[src/common/pmn_defs.svh]
`ifndef PMN_DEFS_SVH
`define PMN_DEFS_SVH

// system clock period
`define PMN_CLK_NS          50
// strap sampling window after reset release
`define PMN_STRAP_TIME_NS   1000
`define PMN_STRAP_CYCLES    ((`PMN_STRAP_TIME_NS + `PMN_CLK_NS - 1) / `PMN_CLK_NS)
// reference edges per half period of the mii clock in 10 mb/s mode
`define PMN_DIV10_EDGES     4'd10
// fixed address bit
`define PMN_ADDR2_VALUE     1'b0
// led function select code that picks the pin default
`define PMN_LED_SEL_DEFAULT 2'h0

`endif

[src/common/pmn_pkg.sv]
`default_nettype none
package pmn_pkg;

    typedef enum logic [1:0] {
        pmn_led_activity,
        pmn_led_speed,
        pmn_led_link,
        pmn_led_off
    } pmn_led_func_t;

    typedef enum logic {
        pmn_st_strap,
        pmn_st_run
    } pmn_phase_t;

endpackage : pmn_pkg
`default_nettype wire

[src/logic/pmn_led_strap_pin.sv]
`timescale 1ns/1ps
`default_nettype none
`include "pmn_defs.svh"

module pmn_led_strap_pin #(
    parameter pmn_pkg::pmn_led_func_t DEFAULT_FUNC = pmn_pkg::pmn_led_activity
) (
    input  wire logic       clk_in,
    input  wire logic       reset_in,
    input  wire logic       pin_in,
    input  wire logic       run_in,
    input  wire logic [1:0] func_sel_in,
    input  wire logic       input_role_in,
    input  wire logic       activity_in,
    input  wire logic       speed100_in,
    input  wire logic       link_in,
    output logic            pin_out,
    output logic            pin_oe_out,
    output logic            level_out
);
    import pmn_pkg::*;

    logic [2:0]    sync_q;
    logic [2:0]    sync_d;
    logic          level_d;
    logic          led_d;
    logic          oe_d;
    pmn_led_func_t func;

    always_comb begin
        sync_d = {sync_q[1:0], pin_in};
        // accept a change only once stages two and three agree
        level_d = (sync_q[1] == sync_q[2]) ? sync_q[2] : level_out;
        if (func_sel_in == `PMN_LED_SEL_DEFAULT) begin
            func = DEFAULT_FUNC;
        end else begin
            func = pmn_led_func_t'(func_sel_in);
        end
        case (func)
            pmn_led_activity: led_d = activity_in;
            pmn_led_speed:    led_d = speed100_in;
            pmn_led_link:     led_d = link_in;
            default:          led_d = 1'b0;
        endcase
        // pin stays an input while straps are read or when it acts as isolate input
        oe_d = run_in & ~input_role_in;
    end

    always_ff @(posedge clk_in or posedge reset_in) begin
        if (reset_in) begin
            sync_q     <= 3'h0;
            level_out  <= 1'b0;
            pin_out    <= 1'b0;
            pin_oe_out <= 1'b0;
        end else begin
            sync_q     <= sync_d;
            level_out  <= level_d;
            pin_out    <= led_d & oe_d;
            pin_oe_out <= oe_d;
        end
    end

endmodule : pmn_led_strap_pin

`default_nettype wire

[src/logic/pmn_mii_port.sv]
`timescale 1ns/1ps
`default_nettype none
`include "pmn_defs.svh"

// Function
// - while transmit enable is high, one nibble per transmit clock is accepted.
// - with transmit enable low, transmit data has no effect at all.
// - receive nibble is driven synchronous with our receive clock output.
// - receive valid is high exactly while receive nibble carries data.
// - first dual-use pin is sampled at reset as address bit 0.
// - after reset first dual-use pin is led 0, default activity.
// - second dual-use pin is sampled at reset as address bit 1.
// - after reset second dual-use pin is led 1, default speed.
// - second dual-use pin may act as live receive isolation input.
// - mii clock and crystal drive derive from the reference clock input; strap window counts clk_in cycles.
// - address is four latched bits, bit 2 fixed at zero.
// - isolate role only when isolation strap latched high; led then off.
module pmn_mii_port #(
    parameter int STRAP_CYCLES = `PMN_STRAP_CYCLES
) (
    input  wire logic       clk_in,
    input  wire logic       reset_in,
    input  wire logic       reference_clock_input_in,
    input  wire logic       crystal_mode_in,
    output logic            crystal_drive_output_out,
    output logic            crystal_drive_output_oe_out,
    input  wire logic       speed100_in,
    input  wire logic       link_up_in,
    output logic            tx_clk_out,
    input  wire logic       tx_en_in,
    input  wire logic [3:0] txd_in,
    output logic [3:0]      tx_nibble_out,
    output logic            tx_nibble_valid_out,
    output logic            rx_clk_out,
    output logic [3:0]      rxd_out,
    output logic            rx_dv_out,
    output logic            rx_oe_out,
    input  wire logic [3:0] rx_nibble_in,
    input  wire logic       rx_valid_in,
    output logic            rx_take_out,
    input  wire logic       receive_isolation_strap_in,
    input  wire logic       addr3_strap_in,
    output logic [3:0]      phy_addr_out,
    output logic            strap_done_out,
    output logic            isolate_active_out,
    input  wire logic [1:0] led0_func_in,
    input  wire logic [1:0] led1_func_in,
    input  wire logic       addr0_led0_pin_in,
    output logic            addr0_led0_pin_out,
    output logic            addr0_led0_pin_oe_out,
    input  wire logic       addr1_isolate_led1_pin_in,
    output logic            addr1_isolate_led1_pin_out,
    output logic            addr1_isolate_led1_pin_oe_out
);
    import pmn_pkg::*;

    localparam int SW = 8;
    localparam logic [15:0] STRAP_LAST = 16'(STRAP_CYCLES - 1);

    // sync layout: ref, tx_en, txd[3:0], iso strap, addr3 strap
    logic [SW-1:0] s1_q, s2_q, s3_q, f_q;
    logic [SW-1:0] s1_d, s2_d, s3_d, f_d;
    logic          ref_old_q, ref_old_d;
    pmn_phase_t    phase_q, phase_d;
    logic [15:0]   cnt_q, cnt_d;
    logic [3:0]    edge_q, edge_d;
    logic          mclk_q, mclk_d;
    logic [3:0]    txn_q, txn_d;
    logic          txv_q, txv_d;
    logic [3:0]    rxd_q, rxd_d;
    logic          rxdv_q, rxdv_d;
    logic          rxoe_q, rxoe_d;
    logic          take_q, take_d;
    logic [3:0]    addr_q, addr_d;
    logic          iso_en_q, iso_en_d;
    logic          iso_q, iso_d;
    logic          xtal_q, xtal_d;
    logic          xtal_oe_q, xtal_oe_d;
    logic          p0_level, p1_level;
    logic          run;
    logic          ref_edge;
    logic          mclk_rise, mclk_fall;
    logic          activity;

    function automatic logic [SW-1:0] agree(input logic [SW-1:0] a, input logic [SW-1:0] b,
                                            input logic [SW-1:0] keep);
        agree = (a & b) | (keep & (a | b));
    endfunction : agree

    assign run      = (phase_q == pmn_st_run);
    assign activity = f_q[6] | rxdv_q;

    always_comb begin
        s1_d = {reference_clock_input_in, tx_en_in, txd_in,
                receive_isolation_strap_in, addr3_strap_in};
        s2_d = s1_q;
        s3_d = s2_q;
        // bit changes only where stages two and three agree
        f_d       = agree(s2_q, s3_q, f_q);
        ref_old_d = f_q[7];
    end

    always_comb begin
        phase_d  = phase_q;
        cnt_d    = cnt_q;
        addr_d   = addr_q;
        iso_en_d = iso_en_q;
        case (phase_q)
            pmn_st_strap: begin
                // pins float as inputs for the whole window so pulls settle
                cnt_d = cnt_q + 16'h0001;
                if (cnt_q >= STRAP_LAST) begin
                    phase_d = pmn_st_run;
                    addr_d[0] = p0_level;
                    addr_d[1] = p1_level;
                    addr_d[2] = `PMN_ADDR2_VALUE;
                    addr_d[3] = f_q[0];
                    iso_en_d = f_q[1];
                end
            end
            pmn_st_run: begin
                cnt_d = cnt_q;
            end
            default: begin
                phase_d = pmn_st_strap;
            end
        endcase
    end

    always_comb begin
        ref_edge = (f_q[7] != ref_old_q);
        edge_d   = edge_q;
        mclk_d   = mclk_q;
        // mii clock advances only on reference edges
        if (run && ref_edge) begin
            // toggle every edge at 100, every tenth edge at 10
            if (speed100_in) begin
                mclk_d = ~mclk_q;
                edge_d = 4'h0;
            end else if (edge_q >= `PMN_DIV10_EDGES - 4'd1) begin
                mclk_d = ~mclk_q;
                edge_d = 4'h0;
            end else begin
                edge_d = edge_q + 4'h1;
            end
        end
        mclk_rise = ~mclk_q & mclk_d;
        mclk_fall = mclk_q & ~mclk_d;
        // a crystal needs drive; with an oscillator the output floats
        xtal_d    = ~f_q[7];
        xtal_oe_d = crystal_mode_in;
    end

    always_comb begin
        txn_d = txn_q;
        txv_d = 1'b0;
        // sample on our rising edge, mac changed after the previous one
        if (mclk_rise) begin
            txv_d = f_q[6];
            // data blanked when enable is low
            txn_d = f_q[6] ? f_q[5:2] : 4'h0;
        end
    end

    always_comb begin
        rxd_d  = rxd_q;
        rxdv_d = rxdv_q;
        take_d = 1'b0;
        // live isolate input sampled through its synchroniser
        iso_d  = iso_en_q & p1_level;
        rxoe_d = run & ~iso_q;
        // update on falling edge so mac sees stable data at its rise
        if (mclk_fall) begin
            take_d = rx_valid_in;
            // valid tracks nibble; isolation drops the data
            rxdv_d = rx_valid_in & ~iso_q;
            rxd_d  = (rx_valid_in & ~iso_q) ? rx_nibble_in : 4'h0;
        end
        if (!run) begin
            rxdv_d = 1'b0;
            rxd_d  = 4'h0;
        end
    end

    always_ff @(posedge clk_in or posedge reset_in) begin
        if (reset_in) begin
            s1_q      <= '0;
            s2_q      <= '0;
            s3_q      <= '0;
            f_q       <= '0;
            ref_old_q <= 1'b0;
            phase_q   <= pmn_st_strap;
            cnt_q     <= 16'h0000;
            addr_q    <= 4'h0;
            iso_en_q  <= 1'b0;
            edge_q    <= 4'h0;
            mclk_q    <= 1'b0;
            txn_q     <= 4'h0;
            txv_q     <= 1'b0;
            rxd_q     <= 4'h0;
            rxdv_q    <= 1'b0;
            rxoe_q    <= 1'b0;
            take_q    <= 1'b0;
            iso_q     <= 1'b0;
            xtal_q    <= 1'b0;
            xtal_oe_q <= 1'b0;
        end else begin
            s1_q      <= s1_d;
            s2_q      <= s2_d;
            s3_q      <= s3_d;
            f_q       <= f_d;
            ref_old_q <= ref_old_d;
            phase_q   <= phase_d;
            cnt_q     <= cnt_d;
            addr_q    <= addr_d;
            iso_en_q  <= iso_en_d;
            edge_q    <= edge_d;
            mclk_q    <= mclk_d;
            txn_q     <= txn_d;
            txv_q     <= txv_d;
            rxd_q     <= rxd_d;
            rxdv_q    <= rxdv_d;
            rxoe_q    <= rxoe_d;
            take_q    <= take_d;
            iso_q     <= iso_d;
            xtal_q    <= xtal_d;
            xtal_oe_q <= xtal_oe_d;
        end
    end

    assign tx_clk_out                  = mclk_q;
    assign rx_clk_out                  = mclk_q;
    assign tx_nibble_out               = txn_q;
    assign tx_nibble_valid_out         = txv_q;
    assign rxd_out                     = rxd_q;
    assign rx_dv_out                   = rxdv_q;
    assign rx_oe_out                   = rxoe_q;
    assign rx_take_out                 = take_q;
    assign phy_addr_out                = addr_q;
    assign strap_done_out              = phase_q == pmn_st_run;
    assign isolate_active_out          = iso_q;
    assign crystal_drive_output_out    = xtal_q;
    assign crystal_drive_output_oe_out = xtal_oe_q;

    pmn_led_strap_pin #(
        .DEFAULT_FUNC (pmn_led_activity)
    ) u_pin0 (
        .clk_in        (clk_in),
        .reset_in      (reset_in),
        .pin_in        (addr0_led0_pin_in),
        .run_in        (run),
        .func_sel_in   (led0_func_in),
        .input_role_in (1'b0),
        .activity_in   (activity),
        .speed100_in   (speed100_in),
        .link_in       (link_up_in),
        .pin_out       (addr0_led0_pin_out),
        .pin_oe_out    (addr0_led0_pin_oe_out),
        .level_out     (p0_level)
    );

    // isolate role disables the led drive
    pmn_led_strap_pin #(
        .DEFAULT_FUNC (pmn_led_speed)
    ) u_pin1 (
        .clk_in        (clk_in),
        .reset_in      (reset_in),
        .pin_in        (addr1_isolate_led1_pin_in),
        .run_in        (run),
        .func_sel_in   (led1_func_in),
        .input_role_in (iso_en_q),
        .activity_in   (activity),
        .speed100_in   (speed100_in),
        .link_in       (link_up_in),
        .pin_out       (addr1_isolate_led1_pin_out),
        .pin_oe_out    (addr1_isolate_led1_pin_oe_out),
        .level_out     (p1_level)
    );

endmodule : pmn_mii_port

`default_nettype wire

[config.mk]
export PLATFORM = sky130hd
export DESIGN_NAME = pmn_mii_port
export DESIGN_NICKNAME = d
export VERILOG_FILES = /design/src/common/pmn_pkg.sv /design/src/logic/pmn_led_strap_pin.sv /design/src/logic/pmn_mii_port.sv
export VERILOG_INCLUDE_DIRS = /design/src /design/src/common
export SDC_FILE = /design/constraint.sdc
export NUM_CORES = 1
export LEC_CHECK = 0
export BUFFER_PORTS_ARGS = -buffer_cell sky130_fd_sc_hd__buf_2
export CORE_ASPECT_RATIO = 0.8
export CORE_MARGIN = 3
export CORE_UTILIZATION = 50
export DETAILED_ROUTE_END_ITERATION = 7
export HOLD_SLACK_MARGIN = 0.1
export PLACE_DENSITY = 0.72
export SLEW_MARGIN = 20
export SYNTH_ARGS = -nofsm -noshare
export SYNTH_HDL_FRONTEND = slang
export SYNTH_SLANG_ARGS = --single-unit
[constraint.sdc]
create_clock -name clk_in -period 3.4 [get_ports clk_in]
set_clock_uncertainty 0.1 [all_clocks]
set_input_delay 0.34 -clock clk_in [delete_from_list [all_inputs] [get_ports clk_in]]
set_output_delay 0.34 -clock clk_in [all_outputs]
set_load 0.005 [all_outputs]
==> impl_metrics.toml, run 1 <==
[synthesis]
syn-num-nets = 241
syn-instance-count = 213
netlist_area_sq_um = 3080
netlist.area_leader.share_pct = 69.8
ys_seq_elements = 86
avgSynthCellArea_sq_um = 14.5
yosysUniqueCellTypes = 38
yosys.area.top_type = "dfrtp_1"
synth.top_cells.by_area = "dfrtp_1 (70%), maj3_1 (3.2%), xnor2_1 (3.1%)"
ys_seq_area_share_pct = 69.8
yosys_warnings = 0

[place]
dp_hpwl_um = 3440
gp_congestion = 0.832
port_buffers = 48

[power]
ir_worst_vdd_mv = 0.345
leakagePower_uw = 0.00182
switching_power_uw = 587
p_comb_share_pct = 12.9
power.total_uw = 2300
p_int_uw = 1720
power_switching_share_pct = 25.5
clkPwrFrac_pct = 34.4
seqPwrFrac_pct = 52.7
p_per_area_nw_per_um2 = 613

[die]
pin_count = 50
initial_core_util_pct = 54.0
die_h_um = 76.2
die_area_sq_um = 7150
coreArea_sq_um = 5710
core.rowCount = 24
die_w_um = 93.8

[worst_setup_path]
critPathKind = "reg2reg"
critical_path.max_stage_delay_ns = 0.46
r2r-start = "edge_q[0]$_DFFE_PP0N_"
crit_arrival_ns = 2.30
rr_endpoint = "rxd_out[2]$_DFFE_PP0P_"
worst_r2r_path_depth = 6
r2r_slack_ns = 1.23
cp.required_ns = 3.53
crit_path_end_kind = "register"
path_cells = "inv_1 > ha_1 > or3b_2 > a21oi_1 > nor3_1 > a32o_1"
crit_slowest_cell = "or3b_2"
critPathLaunchType = "register"
crit_start = "edge_q[0]$_DFFE_PP0N_"
cp_max_fo = 6

[finish]
drive_gt1_share_pct = 27.2
final_common_cell = "dfrtp_1"
syn_to_final_growth_pct = 22.0
final_cell_mix = "dfrtp_1 (86), buf_2 (48), nand2_1 (13), dlygate4sd3_1 (13), xnor2_1 (11)"
num_antenna_cells = 0
nets = 310

[clock_tree]
h-tree-depth = 3
tritoncts = "built"
clock_path_buffers = 2
cts-buffers-inserted = 9
cts_setup_buffers = 0
path_clk_slew_ns = 0.09
clock-root-buffer = "clkbuf_8"
clk_latency_ns = 0.35
clock-sinks = 86

[timing]
final-setup-viol-count = 0
relSlewSlack_pct = 55.4
period_share_pct = 63.9
hold_viol_final = 0
fmax_mhz = 460
maxSlewViolCount = 0
rsz0062_at_grt = "false"
setup_tns_ns = 0
max_slew.worst_pin.slew_ns = 0.663
fin_crit_ns = 2.17

[min_path]
hold_start = "rx_nibble_in[1]"
hold_end = "rxd_out[1]$_DFFE_PP0P_"
worstHoldPathType = "in2reg"
whs_path_depth = 2

[routing]
dr.pass1.iters = 4
avgViaCountPerCell = 5.00
post_drt_wl_per_cell_um = 13.9
totalWireLength_um = 5060
ant_nets = 0
drc = 0
vias = 1826
first_iter_violations = 102

[grt]
antenna_found_initial = 0
grt_pass1_wl_um = 8800
grt_usage_pct = 15.7
grt_pass1_vias = 1833
overflow = 0
grt_max_degree = 37

[status]
outcome = "finished clean"

[flow_run]
maxCapViolations = 0
## stage by stage
step / cells / cell area (sq um) / hold slack [ns] / setup WS, ns / utilization, %
after floorplan: 213 / 3080 / 0.231 / 0.738 / -
after detailed placement: 336 / 3400 / 0.236 / 1.24 / 59.6
after global placement: 336 / 3400 / 0.232 / 1.34 / 59.6
final: 365 / 3760 / 0.106 / 1.23 / 65.9
after global routing: 365 / 3760 / 0.110 / 1.12 / 65.9
after CTS: 365 / 3760 / 0.100 / 1.24 / 65.9
## layer usage
| metal | share of wire, % | global-route usage (%) | up-vias | routed length, um |
|---|---|---|---|---|
| met3 | 5.0 | 4.54 | 6 | 255 |
| li1 | - | - | 864 | - |
| met4 | 0.75 | 5.63 | 0 | 38 |
| met5 | 0 | 0 | - | 0 |
| met2 | 47 | 24.7 | 45 | 2400 |
| met1 | 47 | 20.9 | 911 | 2370 |
## logic make-up (layout without fill, tap and decap cells)
family | after synthesis | count (layout) | share of synthesized area (%)
AO/OA/AOI/OAI | 18 | 18 | 4.67
XOR/XNOR | 16 | 16 | 4.55
adder cells (fa/ha/maj) | 14 | 14 | 4.87
buffers and inverters | 16 | 90 | 2.44
flip-flops | 86 | 86 | 69.8
multiplexers | 10 | 10 | 3.94
other | 1 | 1 | 0.122
AND/OR/NAND/NOR | 52 | 52 | 9.62
## final cells by class
class | count | area [sq um]
well taps | 78 | 97.6
repair buffers | 63 | 385
inverters | 11 | 42.5
clock inverters | 7 | 103
flip-flops and latches | 86 | 2150
fillers | 423 | 1950
multi-input cells | 111 | 856
clock buffers | 9 | 124
## power by group through the flow
stage	sequential, uW	combinational, uW	clock (uW)
finish	1210	296	793
global route	1230	337	858
CTS	1220	302	810
detailed placement	1230	290	0
global placement	1230	283	0
floorplan	1220	169	0
## sequential cells by signal (all words and copies together) (netlist names), 3 cells and up
| name | flops |
|---|---|
| s1_q | 8 |
| s2_q | 8 |
| phy_addr_out | 3 |
| f_q | 8 |
| rxd_out | 4 |
| tx_nibble_out | 4 |
| edge_q | 4 |
| u_pin0.sync_q | 3 |
| s3_q | 8 |
| cnt_q | 16 |
| u_pin1.sync_q | 3 |
## Yosys cell counts (all sizes together)
master  number
dfrtp       86
nand2       13
inv         11
xnor2       11
maj3        10
nand3        7
nand4        6
nor2         6
o21ai        6
mux2         5
mux2i        5
xor2         5
a32o         4
and3         4
ha           4
and2         3
buf          3
nor3         3
nor4         3
and4         2
clkbuf       2
nor2b        2
a211oi       1
a21boi       1
a21o         1
a21oi        1
a31o         1
a31oi        1
a41oi        1
and3b        1
conb         1
o31ai        1
or3b         1
or4          1
## worst max-delay path by stage
stage                                        end  slack, ns  cells after the start
after global routing      rxd_out[2]$_DFFE_PP0P_       1.12                      6
after detailed placement  rxd_out[3]$_DFFE_PP0P_       1.24                      6
after floorplan             cnt_q[0]$_DFFE_PP0N_       0.74                      1
final                     rxd_out[2]$_DFFE_PP0P_       1.23                      6
after CTS                 rxd_out[2]$_DFFE_PP0P_       1.24                      6
after global placement     rx_dv_out$_DFFE_PP0P_       1.34                      6
## worst max-delay path: cells and delay by family, from the launching register on
kind | cells | cell delay (ns)
buffers and inverters | 1 | 0.11
adder cells (fa/ha/maj) | 1 | 0.14
AO/OA/AOI/OAI | 2 | 0.64
AND/OR/NAND/NOR | 2 | 0.66
flip-flops | 1 | 0.42
## timing repair
item / CTS / global route
hold buffers: 13 / 0
resized for setup: 0 / 0
endpoints found under the hold margin: 46 / 0
(Power assumes the default switching activity.)
==> run 2: changes to the inputs <==
Clock period 3.4 ns to 2.25 ns, I/O delays scaled along.
==> run 2 against run 1 <==
Flip-flop and latch count is the same. Worst setup slack lost 1.0 ns. Sequential share of layout area shrank 1.4 points. Die area is the same. Clock-buffer cell count grew 1. Clock power grew 51%. Via count grew 1.2%. Largest cell class unchanged. Largest power group unchanged.
==> impl_metrics.toml, run 2 (synthesized netlist as in run 1, its figures left out) <==
[power]
p_comb_share_pct = 13.3
seqPwrFrac_pct = 52.3
switching_power_uw = 879
p_int_uw = 2630
leakagePower_uw = 0.00185
clkPwrFrac_pct = 34.4
power_switching_share_pct = 25.1
p_per_area_nw_per_um2 = 910
ir_worst_vdd_mv = 0.406

[die]
initial_core_util_pct = 54.0
pin_count = 50
coreArea_sq_um = 5710
core.rowCount = 24
die_h_um = 76.2
die_w_um = 93.8
die_area_sq_um = 7150

[timing]
final-setup-viol-count = 0
relSlewSlack_pct = 55.5
fmax_mhz = 492
rsz0062_at_grt = "false"
hold_viol_final = 0
layout_setup_ws_ns = 0.217
setup_tns_ns = 0
period_share_pct = 90.4
maxSlewViolCount = 0
max_slew.worst_pin.slew_ns = 0.667
fin_crit_ns = 2.03

[clock_tree]
clock-sinks = 86
clock_path_buffers = 2
path_clk_slew_ns = 0.08
clk_latency_ns = 0.35
tritoncts = "built"
cts-buffers-inserted = 9
cts_resized = 0
h-tree-depth = 3
clock-root-buffer = "clkbuf_8"

[grt]
grt_usage_pct = 17.0
grt_pass1_wl_um = 9520
grt_pass1_vias = 1999
overflow = 0
grt_max_degree = 44
antenna_found_initial = 0

[flow_run]
maxCapViolations = 0

[routing]
dr.pass1.iters = 4
vias = 1848
drc = 0
ant_nets = 0
avgViaCountPerCell = 4.95
post_drt_wl_per_cell_um = 14.6
first_iter_violations = 74
totalWireLength_um = 5450

[worst_setup_path]
critPathKind = "reg2reg"
cp.required_ns = 2.39
crit_path_end_kind = "register"
crit_arrival_ns = 2.17
critPathLaunchType = "register"
cp_max_fo = 5

[place]
port_buffers = 48
dp_hpwl_um = 3590
gp_congestion = 0.825
preCtsSetupSlack_ns = 0.250

[min_path]
worstHoldPathType = "in2reg"

[finish]
nFillCells = 431
nets = 318
largest_reg_flops = 16
final_common_cell = "dfrtp_1"
regMostFlops = "cnt_q"
num_antenna_cells = 0
drive_gt1_share_pct = 27.5
final_cell_mix = "dfrtp_1 (86), buf_2 (48), dlygate4sd3_1 (18), nand2_1 (13), xnor2_1 (11)"
syn_to_final_growth_pct = 25.0

[status]
outcome = "finished clean"
[run 2: cell types whose count changed in the layout (fill, tap and decap cells not counted), sizes merged]
cell	change
buf	+3
dlygate4sd3	+5
inv	-3
clkbuf	+1
clkinvlp	+2
[run 2: path summary, 6_finish.rpt]
| check | cells after the start | slack [ns] | end | from |
|---|---|---|---|---|
| hold / removal | 3 | 0.11 | u_pin1.pin_out$_DFF_PP0_ | led1_func_in[1] |
| setup / recovery | 6 | 0.22 | rxd_out[2]$_DFFE_PP0P_ | edge_q[0]$_DFFE_PP0N_ |
| hold reg to reg | 0 | 0.25 | s2_q[0]$_DFF_PP0_ | s1_q[0]$_DFF_PP0_ |
| setup reg to reg | 6 | 0.22 | rxd_out[2]$_DFFE_PP0P_ | edge_q[0]$_DFFE_PP0N_ |
| max in group asynchronous | 4 | 1.02 | s2_q[1]$_DFF_PP0_ | reset_in |
| min in group asynchronous | 3 | 0.41 | s1_q[7]$_DFF_PP0_ | reset_in |
[run 2: routing by layer]
layer / global-route usage, % / routed length [um]
met4: 6.64 / 105
met2: 25.3 / 2530
met3: 5.82 / 278
met5: 0 / 0
met1: 23.1 / 2540
[run 2: stage by stage]
stage,utilization (%),hold WS [ns],power (uW),area [sq um],std cells
after floorplan,-,0.156,2100,3090,213
final,67.5,0.113,3500,3850,373
after CTS,67.5,0.103,3560,3850,373
after global routing,67.5,0.123,3690,3850,373
after detailed placement,60.3,0.234,2310,3440,339
after global placement,60.3,0.231,2290,3440,339
[run 2: cell type report]
type                       instances  area, sq um  area share, %
inverter                          11         45.0           1.17
sequential                        86         2150           55.9
clock inverter                     6         93.8           2.44
multi-input combinational        111          856           22.2
timing repair buffer              71          470           12.2
tap                               78         97.6           2.53
clock buffer                      10          138           3.57
[run 2: power by group through the flow]
stage	Combinational [uW]	Sequential, uW	Clock (uW)
2_1_floorplan	255	1850	0
3_3_place_gp	433	1860	0
3_5_place_dp	452	1860	0
4_1_cts	475	1830	1250
5_1_grt	530	1860	1300
6_report	465	1830	1200
[run 2: critical path: stages (launching register included)]
cell,delay [ns]
dfrtp_1,0.42
inv_1,0.10
ha_1,0.14
or3b_2,0.47
a21oi_1,0.30
nor3_1,0.16
a32o_1,0.23
[run 2: what timing repair did]
item	4_1_cts	5_1_grt
buffers inserted	0	0
hold buffers	18	0
endpoints found under the hold margin	47	0
==> run 3: changes to the inputs <==
Settings changed: CORE_UTILIZATION 50 to 45, PLACE_DENSITY 0.72 to 0.66.
==> run 3 against run 2 <==
Cell count up 1.3%. Via count down 1.7%. Largest power group unchanged. Critical path type unchanged. Routed wire length is 9.1% lower.
==> impl_metrics.toml, run 3 (synthesized netlist as in run 1, its figures left out) <==
[timing]
max_slew.worst_pin.slew_ns = 0.539
fin_crit_ns = 1.99
fmax_mhz = 501
final-setup-viol-count = 0
maxSlewViolCount = 0
whs_ns = 0.142
period_share_pct = 88.6
relSlewSlack_pct = 63.8
hold_viol_final = 0
setup_tns_ns = 0
layout_setup_ws_ns = 0.256
rsz0062_at_grt = "false"

[finish]
num_antenna_cells = 0
regMostFlops = "cnt_q"
nFillCells = 531
multiInputGateArea_sq_um = 856
ff_latch_area_sq_um = 2150
final_cell_mix = "dfrtp_1 (86), buf_2 (48), dlygate4sd3_1 (17), nand2_1 (13), xnor2_1 (11)"
final_common_cell = "dfrtp_1"
syn_to_final_growth_pct = 24.4
largest_reg_flops = 16
nets = 317
drive_gt1_share_pct = 27.6

[worst_setup_path]
crit_slowest_cell = "or3b_2"
path_cells = "inv_1 > ha_1 > or3b_2 > a21o_1 > nand3_1 > mux2i_1"
critical_path.max_stage_delay_ns = 0.47
critPathLaunchType = "register"
crit_arrival_ns = 2.16
cp.required_ns = 2.41
crit_path_end_kind = "register"
critPathKind = "reg2reg"
cp_max_fo = 5

[routing]
totalWireLength_um = 4950
drc = 0
dr.pass1.iters = 4
ant_nets = 0
first_iter_violations = 66
vias = 1817
post_drt_wl_per_cell_um = 13.1
avgViaCountPerCell = 4.81

[place]
gp_congestion = 0.775
port_buffers = 48
dp_hpwl_um = 3520
preCtsSetupSlack_ns = 0.276

[power]
ir_worst_vdd_mv = 0.558
leakagePower_uw = 0.00184
p_per_area_nw_per_um2 = 875

[clock_tree]
clock-sinks = 86
clk_latency_ns = 0.34
cts_setup_buffers = 0
clock-root-buffer = "clkbuf_8"
tritoncts = "built"
h-tree-depth = 3
clock_path_buffers = 2
path_clk_slew_ns = 0.08
cts_hold_buf = 17
cts-buffers-inserted = 9
cts_resized = 0

[die]
pin_count = 50
initial_core_util_pct = 47.4
die_w_um = 98.5
die_h_um = 80.0
die_area_sq_um = 7890
core.rowCount = 26
coreArea_sq_um = 6510

[min_path]
worstHoldPathType = "in2reg"

[grt]
overflow = 0
grt_pass1_vias = 1879
grt_pass1_wl_um = 8640
grt_usage_pct = 14.4
grt_max_degree = 59
antenna_found_initial = 0

[status]
outcome = "finished clean"

[flow_run]
maxCapViolations = 0
run 3: cell types whose count changed in the layout (fill, tap and decap cells not counted), sizes merged:
cell and change:
inv +2, dlygate4sd3 -1, clkbuf -1, bufinv -1
run 3: path summary, 6_finish.rpt:
| kind | startpoint | slack [ns] | cells after the start | endpoint |
|---|---|---|---|---|
| hold / removal | link_up_in | 0.14 | 3 | u_pin0.pin_out$_DFF_PP0_ |
| setup reg to reg | edge_q[0]$_DFFE_PP0N_ | 0.26 | 6 | tx_nibble_out[1]$_DFFE_PP0P_ |
| max in group asynchronous | reset_in | 1.38 | 4 | u_pin1.pin_out$_DFF_PP0_ |
| min in group asynchronous | reset_in | 0.38 | 4 | s3_q[1]$_DFF_PP0_ |
| setup / recovery | edge_q[0]$_DFFE_PP0N_ | 0.26 | 6 | tx_nibble_out[1]$_DFFE_PP0P_ |
| hold reg to reg | u_pin1.sync_q[0]$_DFF_PP0_ | 0.25 | 0 | u_pin1.sync_q[1]$_DFF_PP0_ |
run 3: stage by stage:
step | utilization [%] | power, uW | cell area, sq um | cells
finish | 58.9 | 3360 | 3830 | 378
global route | 58.9 | 3580 | 3830 | 378
CTS | 58.9 | 3420 | 3830 | 378
detailed placement | 53.2 | 2310 | 3460 | 345
global placement | 53.2 | 2290 | 3460 | 345
floorplan | - | 2100 | 3090 | 213
run 3: layer usage:
metal | vias up | wire length (um) | track usage [%]
li1 | 888 | - | -
met1 | 874 | 2270 | 17.7
met2 | 49 | 2320 | 22.7
met3 | 6 | 287 | 6.29
met4 | 0 | 72 | 5.18
met5 | - | 0 | 0
run 3: final cells by class:
cell class / instances / share of cell area, %
sequential: 86 / 56.1
multi-input combinational: 111 / 22.3
timing repair buffer: 70 / 12.3
clock buffer: 9 / 3.23
tap: 84 / 2.74
clock inverter: 7 / 2.09
inverter: 11 / 1.17
run 3: where the power goes:
group          switching, uW  internal, uW  total, uW
sequential               118          1720       1830
clock                    535           528       1060
combinational            213           247        460
run 3: worst max-delay path, delay by kind of cell, from the launching register on:
| family | cells | cell delay, ns |
|---|---|---|
| buf+inv | 1 | 0.11 |
| fa+ha+maj | 1 | 0.14 |
| compound gates | 1 | 0.21 |
| simple gates | 2 | 0.72 |
| flops | 1 | 0.42 |
| mux | 1 | 0.22 |
